`src/sdmc_pkg.sv`:
```
package sdmc_pkg;

  localparam int unsigned CFG_W          = 13;
  localparam int unsigned PIPE_W         = 16;

  // Configuration register selection on the bank lines.
  localparam logic [1:0]  BANK_MODE      = 2'h0;
  localparam logic [1:0]  BANK_EXT       = 2'h1;

  // Main configuration register layout.
  localparam int unsigned BURST_LSB      = 0;
  localparam int unsigned ORDER_BIT      = 3;
  localparam int unsigned READ_DLY_LSB   = 4;
  localparam int unsigned TEST_BIT       = 7;
  localparam int unsigned LOOP_RST_BIT   = 8;
  localparam int unsigned POST_WR_LSB    = 9;
  localparam int unsigned PD_EXIT_BIT    = 12;

  // Extended configuration register layout.
  localparam int unsigned LOOP_EN_BIT    = 0;
  localparam int unsigned ADD_LAT_LSB    = 3;
  localparam int unsigned DRV_CAL_LSB    = 7;

  localparam logic        LOOP_ON_VALUE  = 1'b0;
  localparam logic        ORDER_SEQ      = 1'b0;
  localparam logic        ORDER_ILV      = 1'b1;
  localparam logic [2:0]  BURST_ENC_4    = 3'h2;
  localparam logic [2:0]  BURST_ENC_8    = 3'h3;
  localparam logic [2:0]  READ_DLY_MIN   = 3'h3;
  localparam logic [2:0]  READ_DLY_MAX   = 3'h7;
  localparam logic [2:0]  POST_WR_MINENC = 3'h1;
  localparam logic [2:0]  ADD_LAT_MAX    = 3'h6;
  localparam logic [2:0]  DRV_CAL_DFLT   = 3'h7;

  // Burst of four, sequential, read delay 3, post-write delay 2.
  localparam logic [12:0] MODE_RESET     = 13'h0232;
  // Loop enabled, added latency 0, calibration bits clear.
  localparam logic [12:0] EXT_RESET      = 13'h0000;

  localparam int unsigned LOCK_CYCLES    = 200;
  localparam logic [7:0]  LOCK_CNT_LAST  = 8'(LOCK_CYCLES - 1);

endpackage

```
`src/sdmc_burst_order.sv`:
```
`timescale 1ns/1ps
module sdmc_burst_order (
  input  wire logic [2:0] start_i,
  input  wire logic [2:0] beat_i,
  input  wire logic       bl8_i,
  input  wire logic       ilv_i,
  output logic      [2:0] col_o
);
  logic [1:0] low_seq;
  logic [1:0] low_ilv;

  // Sequential order wraps inside a group of four, so the eight-beat form is nibble based.
  assign low_seq = start_i[1:0] + beat_i[1:0]; // RULE_04
  assign low_ilv = start_i[1:0] ^ beat_i[1:0]; // RULE_05
  assign col_o   = {start_i[2] ^ (bl8_i & beat_i[2]), ilv_i ? low_ilv : low_seq}; // RULE_03
endmodule

```
`src/sdmc_mode_decode.sv`:
```
`timescale 1ns/1ps
// Function
// (RULE_01) One bit picks burst column ordering.
// (RULE_02) Zero sequential, one interleaved.
// (RULE_03) Bursts of four or eight; order from address.
// (RULE_04) Eight-beat sequential wraps within each half.
// (RULE_05) Interleaved offset is start XOR beat.
// (RULE_06) Test bit set: program nothing else.
// (RULE_07) Loop reset bit pulses reset, self-clears.
// (RULE_08) Controller waits 200 clocks before reads.
// (RULE_09) Post-write delay field: 2 to 8 clocks.
// (RULE_10) Auto precharge follows last data by delay.
// (RULE_11) Controller rounds recovery time up to clocks.
// (RULE_12) Bit zero: fast wake, loop keeps running.
// (RULE_13) Bit one: slow wake, loop frozen.
// (RULE_14) Read delay field: 3 to 7 clocks.
// (RULE_15) Read data at edge n plus delay.
// (RULE_16) Read held added latency; total sums both.
// (RULE_17) Controller loads config only when idle.
// (RULE_18) Configuration holds until reloaded.
// (RULE_19) Bits above 12 written as zero.
// (RULE_20) Calibration bits all one, then zero.
// (RULE_21) One bit enables loop; enable then reset.
// (RULE_22) Self refresh disables loop, exit resets it.
// (RULE_23) Slow clock, loop off: precharge after refresh.
// (RULE_24) Burst size field selects four or eight.
// (RULE_25) Write latency is read latency minus one.
// (RULE_26) Added latency field gives 0 to 6.
module sdmc_mode_decode (
  input  wire logic                       clk_i,
  input  wire logic                       rst_n_i,
  input  wire logic                       cfg_load_i,
  input  wire logic [1:0]                 cfg_bank_i,
  input  wire logic                       cfg_third_bank_i,
  input  wire logic [sdmc_pkg::CFG_W-1:0] cfg_addr_i,
  input  wire logic                       rd_cmd_i,
  input  wire logic [2:0]                 rd_col_i,
  input  wire logic                       wr_cmd_i,
  input  wire logic [2:0]                 wr_col_i,
  input  wire logic                       wr_ap_i,
  input  wire logic                       apd_enter_i,
  input  wire logic                       ppd_enter_i,
  input  wire logic                       pd_exit_i,
  input  wire logic                       sr_enter_i,
  input  wire logic                       sr_exit_i,
  output logic [sdmc_pkg::CFG_W-1:0]      mode_reg_o,
  output logic [sdmc_pkg::CFG_W-1:0]      ext_reg_o,
  output logic                            test_mode_o,
  output logic                            cfg_error_o,
  output logic                            drv_cal_default_o,
  output logic                            loop_reset_o,
  output logic                            loop_run_o,
  output logic                            loop_locked_o,
  output logic                            early_read_o,
  output logic                            apd_active_o,
  output logic                            ppd_active_o,
  output logic                            slow_wake_o,
  output logic                            self_refresh_o,
  output logic                            rd_data_start_o,
  output logic                            wr_data_start_o,
  output logic                            burst_active_o,
  output logic [2:0]                      beat_col_rise_o,
  output logic [2:0]                      beat_col_fall_o,
  output logic                            precharge_start_o
);
  import sdmc_pkg::*;

  typedef struct packed {
    logic [CFG_W-1:0]  mode;
    logic [CFG_W-1:0]  ext;
    logic              test_mode;
    logic              cfg_err;
    logic              loop_rst;
    logic [7:0]        lock_cnt;
    logic              locking;
    logic              locked;
    logic              early_rd;
    logic              in_sr;
    logic              in_apd;
    logic              in_ppd;
    logic [PIPE_W-1:0] rd_pipe;
    logic [PIPE_W-1:0] wr_pipe;
    logic [2:0]        rd_col;
    logic [2:0]        wr_col;
    logic              wr_ap;
    logic              rd_start;
    logic              wr_start;
    logic              burst_on;
    logic [1:0]        pair_idx;
    logic [2:0]        burst_col;
    logic [2:0]        col_rise;
    logic [2:0]        col_fall;
    logic [4:0]        pre_cnt;
    logic              pre_busy;
    logic              pre_start;
    logic              cal_dflt;
    logic              run_loop;
    logic              wake_slow;
  } sdmc_state_t;

  sdmc_state_t s_q;
  sdmc_state_t s_d;

  logic       bl8;
  logic       ilv;
  logic [2:0] read_dly;
  logic [2:0] add_lat;
  logic [3:0] post_wr;
  logic [3:0] rl;
  logic [3:0] wl;
  logic [1:0] pair_last;
  logic [2:0] beat_rise;
  logic [2:0] beat_fall;
  logic [2:0] next_rise;
  logic [2:0] next_fall;
  logic [2:0] next_start;
  logic       loop_on;

  assign bl8       = s_q.mode[BURST_LSB +: 3] == BURST_ENC_8; // RULE_24
  assign ilv       = s_q.mode[ORDER_BIT] == ORDER_ILV; // RULE_01 RULE_02
  assign read_dly  = s_q.mode[READ_DLY_LSB +: 3]; // RULE_14
  assign add_lat   = s_q.ext[ADD_LAT_LSB +: 3]; // RULE_26
  assign post_wr   = {1'b0, s_q.mode[POST_WR_LSB +: 3]} + 4'h1; // RULE_09
  assign rl        = {1'b0, add_lat} + {1'b0, read_dly}; // RULE_16
  assign wl        = rl - 4'h1; // RULE_25
  assign pair_last = bl8 ? 2'h3 : 2'h1;
  assign loop_on   = s_q.ext[LOOP_EN_BIT] == LOOP_ON_VALUE; // RULE_21
  assign next_start = s_q.rd_start ? s_q.rd_col : s_q.wr_col;
  assign beat_rise = s_q.burst_on ? {s_q.pair_idx, 1'b0} + 3'h2 : 3'h0;
  assign beat_fall = beat_rise + 3'h1;

  sdmc_burst_order u_order_rise (
    .start_i (s_q.burst_on ? s_q.burst_col : next_start),
    .beat_i  (beat_rise),
    .bl8_i   (bl8),
    .ilv_i   (ilv),
    .col_o   (next_rise)
  );

  sdmc_burst_order u_order_fall (
    .start_i (s_q.burst_on ? s_q.burst_col : next_start),
    .beat_i  (beat_fall),
    .bl8_i   (bl8),
    .ilv_i   (ilv),
    .col_o   (next_fall)
  );

  always_comb begin
    s_d = s_q;
    s_d.loop_rst  = 1'b0;
    s_d.pre_start = 1'b0;
    s_d.early_rd  = 1'b0;
    // The stored reset bit is one for a single cycle only, matching the pulse.
    s_d.mode[LOOP_RST_BIT] = 1'b0; // RULE_07

    if (cfg_load_i && cfg_bank_i == BANK_MODE) begin
      s_d.test_mode = cfg_addr_i[TEST_BIT];
      if (!cfg_addr_i[TEST_BIT]) begin // RULE_06
        s_d.mode     = cfg_addr_i; // RULE_18
        s_d.loop_rst = cfg_addr_i[LOOP_RST_BIT]; // RULE_07
        s_d.cfg_err  = cfg_third_bank_i
                     || (cfg_addr_i[BURST_LSB +: 3] != BURST_ENC_4
                         && cfg_addr_i[BURST_LSB +: 3] != BURST_ENC_8) // RULE_03
                     || cfg_addr_i[READ_DLY_LSB +: 3] < READ_DLY_MIN // RULE_14
                     || cfg_addr_i[POST_WR_LSB +: 3] < POST_WR_MINENC; // RULE_09
      end
    end else if (cfg_load_i && cfg_bank_i == BANK_EXT) begin
      s_d.ext     = cfg_addr_i; // RULE_18
      s_d.cfg_err = cfg_third_bank_i // RULE_19
                  || cfg_addr_i[ADD_LAT_LSB +: 3] > ADD_LAT_MAX; // RULE_26
    end

    // Self refresh stops the loop; exit restarts it with a fresh reset.
    if (sr_enter_i) begin
      s_d.in_sr  = 1'b1; // RULE_22
      s_d.in_apd = 1'b0;
      s_d.in_ppd = 1'b0;
    end else if (sr_exit_i && s_q.in_sr) begin
      s_d.in_sr    = 1'b0;
      s_d.loop_rst = 1'b1; // RULE_22
    end

    if (apd_enter_i) begin
      s_d.in_apd = 1'b1; // RULE_12 RULE_13
    end else if (ppd_enter_i) begin
      s_d.in_ppd = 1'b1; // RULE_13
    end else if (pd_exit_i) begin
      s_d.in_apd = 1'b0;
      s_d.in_ppd = 1'b0;
    end

    // Lock tracking shows the controller when reads are safe again.
    if (!loop_on || s_q.in_sr) begin
      s_d.locked  = 1'b0;
      s_d.locking = 1'b0;
    end else if (s_q.loop_rst) begin
      s_d.locked   = 1'b0;
      s_d.locking  = 1'b1;
      s_d.lock_cnt = 8'h00;
    end else if (s_q.locking) begin
      if (s_q.lock_cnt == LOCK_CNT_LAST) begin
        s_d.locking = 1'b0;
        s_d.locked  = 1'b1; // RULE_08
      end else begin
        s_d.lock_cnt = s_q.lock_cnt + 8'h01;
      end
    end
    s_d.early_rd = rd_cmd_i && !s_q.locked; // RULE_08

    // One-hot delay lines; a command injected at bit latency-1 leaves bit 0 then.
    s_d.rd_pipe = s_q.rd_pipe >> 1;
    s_d.wr_pipe = s_q.wr_pipe >> 1;
    if (rd_cmd_i) begin
      s_d.rd_pipe = s_d.rd_pipe | (PIPE_W'(1) << (rl - 4'h1)); // RULE_15 RULE_16
      s_d.rd_col  = rd_col_i;
    end
    if (wr_cmd_i) begin
      s_d.wr_pipe = s_d.wr_pipe | (PIPE_W'(1) << (wl - 4'h1)); // RULE_25
      s_d.wr_col  = wr_col_i;
      s_d.wr_ap   = wr_ap_i;
    end
    s_d.rd_start = s_q.rd_pipe[0]; // RULE_15
    s_d.wr_start = s_q.wr_pipe[0]; // RULE_25

    // Two beats per clock, rising then falling edge.
    if (s_q.rd_start || s_q.wr_start) begin
      s_d.burst_on  = 1'b1;
      s_d.burst_col = next_start;
      s_d.pair_idx  = 2'h0;
      s_d.col_rise  = next_start;
      s_d.col_fall  = next_start;
      s_d.col_fall  = {next_start[2], ilv ? next_start[1:0] ^ 2'h1
                                          : next_start[1:0] + 2'h1}; // RULE_04 RULE_05
    end else if (s_q.burst_on) begin
      if (s_q.pair_idx == pair_last) begin
        s_d.burst_on = 1'b0;
      end else begin
        s_d.pair_idx = s_q.pair_idx + 2'h1;
        s_d.col_rise = next_rise; // RULE_03
        s_d.col_fall = next_fall;
      end
    end

    // Precharge lands post-write delay clocks after the last data pair.
    if (s_q.wr_start && s_q.wr_ap) begin
      s_d.pre_busy = 1'b1;
      s_d.pre_cnt  = {3'h0, pair_last} + {1'b0, post_wr} - 5'h1; // RULE_10
    end else if (s_q.pre_busy) begin
      if (s_q.pre_cnt == 5'h00) begin
        s_d.pre_busy  = 1'b0;
        s_d.pre_start = 1'b1; // RULE_10
      end else begin
        s_d.pre_cnt = s_q.pre_cnt - 5'h01;
      end
    end

    // Decodes are taken from the next state so every output leaves a flop on time.
    s_d.cal_dflt  = s_d.ext[DRV_CAL_LSB +: 3] == DRV_CAL_DFLT; // RULE_20
    s_d.wake_slow = s_d.in_apd && s_d.mode[PD_EXIT_BIT]; // RULE_13
    // Slow exit freezes the loop; precharge power-down never does.
    s_d.run_loop  = s_d.ext[LOOP_EN_BIT] == LOOP_ON_VALUE && !s_d.in_sr
                    && !s_d.wake_slow; // RULE_12 RULE_13
  end

  always_ff @(posedge clk_i or negedge rst_n_i) begin
    if (!rst_n_i) begin
      s_q          <= '0;
      s_q.mode     <= MODE_RESET;
      s_q.ext      <= EXT_RESET;
      // The reset extended value has the loop enabled, so it runs from the start.
      s_q.run_loop <= 1'b1;
    end else begin
      s_q <= s_d;
    end
  end

  assign mode_reg_o        = s_q.mode;
  assign ext_reg_o         = s_q.ext;
  assign test_mode_o       = s_q.test_mode;
  assign cfg_error_o       = s_q.cfg_err;
  assign drv_cal_default_o = s_q.cal_dflt; // RULE_20
  assign loop_reset_o      = s_q.loop_rst;
  assign loop_run_o        = s_q.run_loop; // RULE_12 RULE_13
  assign loop_locked_o     = s_q.locked;
  assign early_read_o      = s_q.early_rd;
  assign apd_active_o      = s_q.in_apd;
  assign ppd_active_o      = s_q.in_ppd;
  assign slow_wake_o       = s_q.wake_slow; // RULE_13
  assign self_refresh_o    = s_q.in_sr;
  assign rd_data_start_o   = s_q.rd_start;
  assign wr_data_start_o   = s_q.wr_start;
  assign burst_active_o    = s_q.burst_on;
  assign beat_col_rise_o   = s_q.col_rise;
  assign beat_col_fall_o   = s_q.col_fall;
  assign precharge_start_o = s_q.pre_start;
endmodule

```
`config.mk`:
```
export PLATFORM = sky130hd
export DESIGN_NAME = sdmc_mode_decode
export DESIGN_NICKNAME = d
export VERILOG_FILES = /design/src/sdmc_pkg.sv /design/src/sdmc_burst_order.sv /design/src/sdmc_mode_decode.sv
export SDC_FILE = /design/constraint.sdc
export NUM_CORES = 1
export LEC_CHECK = 0
export ABC_AREA = 1
export BUFFER_PORTS_ARGS = -buffer_cell sky130_fd_sc_hd__clkbuf_2
export CAP_MARGIN = 0
export CORE_ASPECT_RATIO = 2
export CORE_MARGIN = 2
export CORE_UTILIZATION = 56
export CTS_CLUSTER_SIZE = 28
export DETAILED_ROUTE_END_ITERATION = 10
export PLACE_DENSITY = 0.91
export SYNTH_ARGS = -nofsm -noshare
export SYNTH_HDL_FRONTEND = slang
export SYNTH_SLANG_ARGS = --single-unit
```
`constraint.sdc`:
```
create_clock -name clk_i -period 2.41 [get_ports clk_i]
set_input_delay 0.1205 -clock clk_i [delete_from_list [all_inputs] [get_ports clk_i]]
set_output_delay 0.1205 -clock clk_i [all_outputs]
set_load 0.01 [all_outputs]
```
# Yosys cells after proc, flatten, opt, wreduce, memory -nomap -nowiden
# Index checks and enable logic that the tools add are counted.
# totals
ff_bits	105
input_bits	33
output_inout_bits	47
# classes
add_sub_neg	14
n_lt_le_gt_ge	3
n_eq_ne	11
shift	2
n_mux	44
bitwise_logic	13
reduce_logical	33
# op_table
op	n
2-to-1 mux 10 bit	4
2-to-1 mux 16 bit	2
bitwise OR 15 x 16 -> 16 bit	2
<< shifter 1 x 4 -> 16 bit, first input constant	2
2-to-1 mux 13 bit	2
2-to-1 mux 6 bit	4
2-to-1 mux 2 bit	11
2-to-1 mux 3 bit	5
2-to-1 mux 1 bit	13
AND reduction 2 bit	6
subtractor 5 x 1 -> 5 bit, second input constant	2
logical AND 1 bit	9
adder 8 x 1 -> 8 bit, second input constant	1
== test 8 bit, second input constant	1
2-to-1 mux 8 bit	1
inequality test 2 bit, second input constant	4
nonzero test 2 bit	4
subtractor 4 x 1 -> 4 bit, second input constant	2
2-to-1 mux 7 bit	1
logical OR 1 bit	6
inequality test 3 x 2 -> 1 bit, second input constant	2
nonzero test 3 bit	2
adder 2 x 4 -> 5 bit	1
zero test 5 bit	1
other kinds (21)	32

# Longest topological paths before layout
# logic_depth
depth_word	9
mapped_depth	10
mapped_depth_nobuf	9

# Modules after synthesis
# Synthesis repeated with hierarchy kept, for this count alone.
# hier_totals
hier_cells	582
hier_area_um2	5091.1
# by_module_without_submodules
module	n_inst	cells_per_inst	area_per_inst_um2	seq_area_each_um2
sdmc_mode_decode	1	548	4931.0	2633.8
sdmc_burst_order	2	17	80.1	0.0

# Worst setup path before layout
# OpenSTA, ideal clock, no wires.
# synth_path
path_type	reg-to-reg
startpoint	reg s_q (netlist bit mode_reg_o[5])
endpoint	reg s_q (netlist bit s_d[22])
t_arrival_ns	2.030
t_required_ns	2.290
slack_ns	0.260
path_stages_with_launch	10
n_path_buf	1
period_less_slack_ns	2.150
path_cell_list	dfstp_2 inv_1 ha_1 inv_1 ha_1 fa_1 xor2_1 inv_1 buf_2 a31o_2
# synth_lines
item	line	rtl
start, declared	sdmc_mode_decode.sv:101	sdmc_state_t s_q;

==> results.md <==
- After synthesis, the mean cell area works out to 9.13 sq um.
- The count of inserted antenna diode cells is 0.
- The synthesized instance count is 528.
- The clock reaches the later pin of the worst-skew pair after roughly 0.34 ns.
- Subtracting the final worst setup slack from the clock period gives approximately 2.3 ns.
- The die is around 70 microns wide.
- The count of boundary I/O pins is 80.
- The total routing usage reported by global routing is 24.2%.
- The worst hold path passes through 3 cells.
- The starting density of the core is approximately 58%.
- The setup clock skew after layout is slightly above 0.004 ns.
- The leakage power total is approximately 2.8 nW.
- The category of the most critical setup path is flip-flop to flip-flop.
- Of all nets on the critical path, the largest fanout is 5.
- The portion of the clock cycle consumed by the worst path in the final layout is a little over nine tenths.
- After routing, the total negative slack on setup checks comes to 0 ns.
- The tightest min-delay check is of the input pin to flip-flop type.
- In this run, the number of DRC markers left after iteration 0 of detailed routing was about 280.
- The length in cells of the worst reg-to-reg path is 9.
- In the final routed layout, each cell accounts on average for around 15 microns.
- The standard-cell row count is 47.
- The die is ~140 microns tall.
- The remaining antenna violation count is 0.
- The area growth from synthesis to layout is 12.6%.
- The final-layout fill cell count is ~600.
- The number of buffers created by CTS is 9.
- For this design, the sink count on the clock tree is ~100.
- The data required time of the worst path is approximately 2.7 ns.
- The startpoint class of the critical path is a flip-flop.
- The power per unit of standard cell area is 1050 nW/um^2.
- Summing every instance area after synthesis gives 4820 sq um.
- The number of antenna violations at the first check in global routing is 0.
- The congestion estimate from routability-driven global placement came to approximately 0.88.
- Global routing consumed, on the met2 layer, 43.1% of the routing resources.
- After clock tree synthesis, the clock-pin slew on the worst setup and hold paths is 0.07 ns.
- In this run the deepest clock path goes through 2 buffers.
- The number of buffers inserted by port buffering is about 80.
- The data arrival time of the worst path is ~2.6 ns.
- For this run, global-route usage on met3 was measured as under 10%.
- The total length of routed wires is about 11000 microns.
- The via count normalized by instance count is 5.46.
- For this run, the number of standard cells in the final layout without fillers is 685.
- In the final layout, the share of cells above drive strength 1 is between 20% and 30%.
- The number of setup buffers added after CTS is 0.
- After floorplanning, the core was sized to cover 8290 sq um.
- The number of global-route vias before repair was 3862.
- The overall power of the completed layout is 0.00567 W.
- The total of endpoints with negative setup slack in the final report is 0.
- The flow ran to the end, and the final reports show no timing, DRC or antenna violations.
- Derived from the worst setup path, the maximum achievable clock frequency is ~430 MHz.
- The H-tree was split into 3 levels.
- The met1 demand-to-capacity share in global routing is 26.5%.
- The final hold violation count is 0.
- The global routing stage identified its most utilized layer as met2.
- In this run the clock root is driven by a sky130_fd_sc_hd__clkbuf_16.
- The peak ir drop on the vdd network is between 0.9 and 1 mV.
- In the final layout, flip-flops and latches occupy ~2600 sq um.
- The largest net degree at the start of global routing is 105.
- The total via count in the routed design is between 3000 and 4000.
- The total instance count after detailed placement is between 600 and 700.
- The half-perimeter wire length after placement is 7540 microns.
- The die covers roughly 9400 sq um.
- In this run the tightest slew margin relative to its limit is 50.2%.
- For this run, design rule violations remaining after detail routing come to 0.
- The synthesized flop and latch total is 104.
- The finished cells cover 5430 sq um.
- The iteration count of the initial detailed-routing pass is 4.
- The kind of capture point of the worst setup path is a flip-flop.
- The number of synthesis warnings is 0.
- Max-cap violations in this run came to 0.
- The number of max-slew violations in the final report was 0.
- The multi-input combinational cells in the finished layout cover a total of roughly 1600 sq um.
- The first global-routing pass estimated between 15000 and 20000 microns of wire.
- For this run, the post-layout net count is about 620.
- The number of different library cells used by synthesis comes to 40.
- Final hold analysis gives a worst-case slack of between 0.01 and 0.015 ns.
- After detailed placement, the total cell area comes to roughly 5100 sq um.
- The total congestion overflow is 0.
- After synthesis, flip-flops and latches occupy 54.1% of the total area.
- The CTS tree is yes.
- At the pin with the least slew margin, the transition time is 0.745 ns.
- The number of nets handed over by synthesis was 570.
path summary, 6_finish.rpt:
path / startpoint / to / slack, ns
worst max-delay path: mode_reg_o[5] / s_q[54] / 0.07
worst min-delay path: wr_ap_i / s_q[24] / 0.01
worst max register to register: mode_reg_o[5] / s_q[54] / 0.07
worst min register to register: s_d[22] / wr_data_start_o / 0.34
max in group asynchronous: rst_n_i / beat_col_fall_o[1] / 1.61
min in group asynchronous: rst_n_i / test_mode_o / 0.35
critical path, stage by stage (launching register included):
cell                       delay [ns]
sky130_fd_sc_hd__dfstp_2         0.55
sky130_fd_sc_hd__inv_1           0.04
sky130_fd_sc_hd__ha_1            0.27
sky130_fd_sc_hd__inv_1           0.04
sky130_fd_sc_hd__ha_1            0.23
sky130_fd_sc_hd__fa_2            0.61
sky130_fd_sc_hd__inv_2           0.09
sky130_fd_sc_hd__nor2_1          0.19
sky130_fd_sc_hd__nand2_1         0.10
sky130_fd_sc_hd__o21bai_1        0.14
through the flow:
stage,util (%),setup WS [ns]
final,65.5,0.0665
after global routing,65.5,-0.0320
after CTS,65.4,0.00982
after detailed placement,60.9,0.0403
after global placement,60.9,0.216
after floorplan,-,0.260
synthesized netlist by cell type, drive strengths merged:
cell type	instances	share of area, %
o211ai	1	0.16
nand2	136	11
dfstp	5	2.7
o21a	2	0.31
buf	40	6.3
dfrtp	99	51
xor2	5	0.91
ha	7	1.8
o21bai	24	3.7
or2	4	0.52
nor3	7	0.83
a21oi	6	0.62
nand4	8	1.0
clkinv	1	0.078
a21boi	1	0.16
clkbuf	6	0.47
and2	1	0.13
a32o	1	0.21
a31o	7	1.3
nand3b	1	0.16
xnor2	1	0.18
conb	1	0.078
and3	1	0.13
nand3	21	2.2
o31ai	1	0.16
o21ai	44	5.0
fa	2	0.83
o22ai	5	0.65
inv	67	5.2
nor2	23	1.8
area by class of cell:
| cell class | instances | area share [%] |
|---|---|---|
| clock buffers | 12 | 4.91 |
| clock inverters | 4 | 0.507 |
| inverters | 68 | 4.70 |
| multi-input cells | 310 | 30.3 |
| flip-flops and latches | 104 | 48.1 |
| well taps | 98 | 2.26 |
| repair buffers | 89 | 9.31 |
where the power goes:
group,internal [W],total (W),switching (W),leakage [nW]
combinational,0.000680,0.00179,0.00111,1.39
sequential,0.00221,0.00249,0.000278,1.31
clock,0.000783,0.00139,0.000609,0.137
total,0.00368,0.00567,0.00200,2.84
layer usage:
metal	up-vias	part of all wire, %
met2	121	55
li1	1762	-
met3	38	3.9
met4	0	4.8
met5	-	0
met1	1816	36
timing repair:
action | in CTS | in global routing
pin swaps | 0 | 1
hold buffers | 7 | 0
setup endpoints to repair | 1 | 17
endpoints found under the hold margin | 105 | 0
resized for setup | 1 | 4
state kept, by name (all words and copies together), names as in the netlist:
name               count
loop_run_o             1
burst_active_o         1
beat_col_rise_o        3
beat_col_fall_o        2
self_refresh_o         1
ppd_active_o           1
slow_wake_o            1
precharge_start_o      1
early_read_o           1
s_q                   57
drv_cal_default_o      1
wr_data_start_o        1
test_mode_o            1
s_d                    2
apd_active_o           1
mode_reg_o            12
ext_reg_o             13
loop_locked_o          1
loop_reset_o           1
rd_data_start_o        1
cfg_error_o            1
kinds of logic after synthesis:
group                    synth area share [%]
other                                  0.0778
adder cells (fa/ha/maj)                  2.65
flip-flops                               54.1
AND/OR/NAND/NOR                          17.8
AO/OA/AOI/OAI                            12.2
buffers and inverters                    12.1
XOR/XNOR                                 1.09
placed cells by master, fill, tap and decap left out, types with 2 or more instances in the layout:
cell type / Yosys / layout
sky130_fd_sc_hd__a21oi_1: 6 / 6
sky130_fd_sc_hd__a31o_2: 7 / 7
sky130_fd_sc_hd__buf_4: 32 / 4
sky130_fd_sc_hd__clkbuf_16: 0 / 9
sky130_fd_sc_hd__clkbuf_2: 0 / 77
sky130_fd_sc_hd__clkbuf_8: 0 / 3
sky130_fd_sc_hd__clkinvlp_4: 0 / 3
sky130_fd_sc_hd__dfrtp_1: 99 / 99
sky130_fd_sc_hd__dfstp_2: 5 / 5
sky130_fd_sc_hd__dlygate4sd3_1: 0 / 7
sky130_fd_sc_hd__ha_1: 7 / 7
sky130_fd_sc_hd__inv_1: 67 / 66
sky130_fd_sc_hd__nand2_1: 131 / 131
sky130_fd_sc_hd__nand2_2: 4 / 4
sky130_fd_sc_hd__nand3_1: 21 / 21
sky130_fd_sc_hd__nand4_1: 8 / 8
sky130_fd_sc_hd__nor2_1: 22 / 20
sky130_fd_sc_hd__nor2_2: 1 / 2
sky130_fd_sc_hd__nor3_1: 6 / 6
sky130_fd_sc_hd__o21a_1: 2 / 2
sky130_fd_sc_hd__o21ai_0: 38 / 38
sky130_fd_sc_hd__o21ai_2: 5 / 5
sky130_fd_sc_hd__o21bai_1: 24 / 24
sky130_fd_sc_hd__o22ai_1: 5 / 5
sky130_fd_sc_hd__or2_2: 3 / 3
sky130_fd_sc_hd__xor2_1: 5 / 5
(Power assumes the default switching activity.)
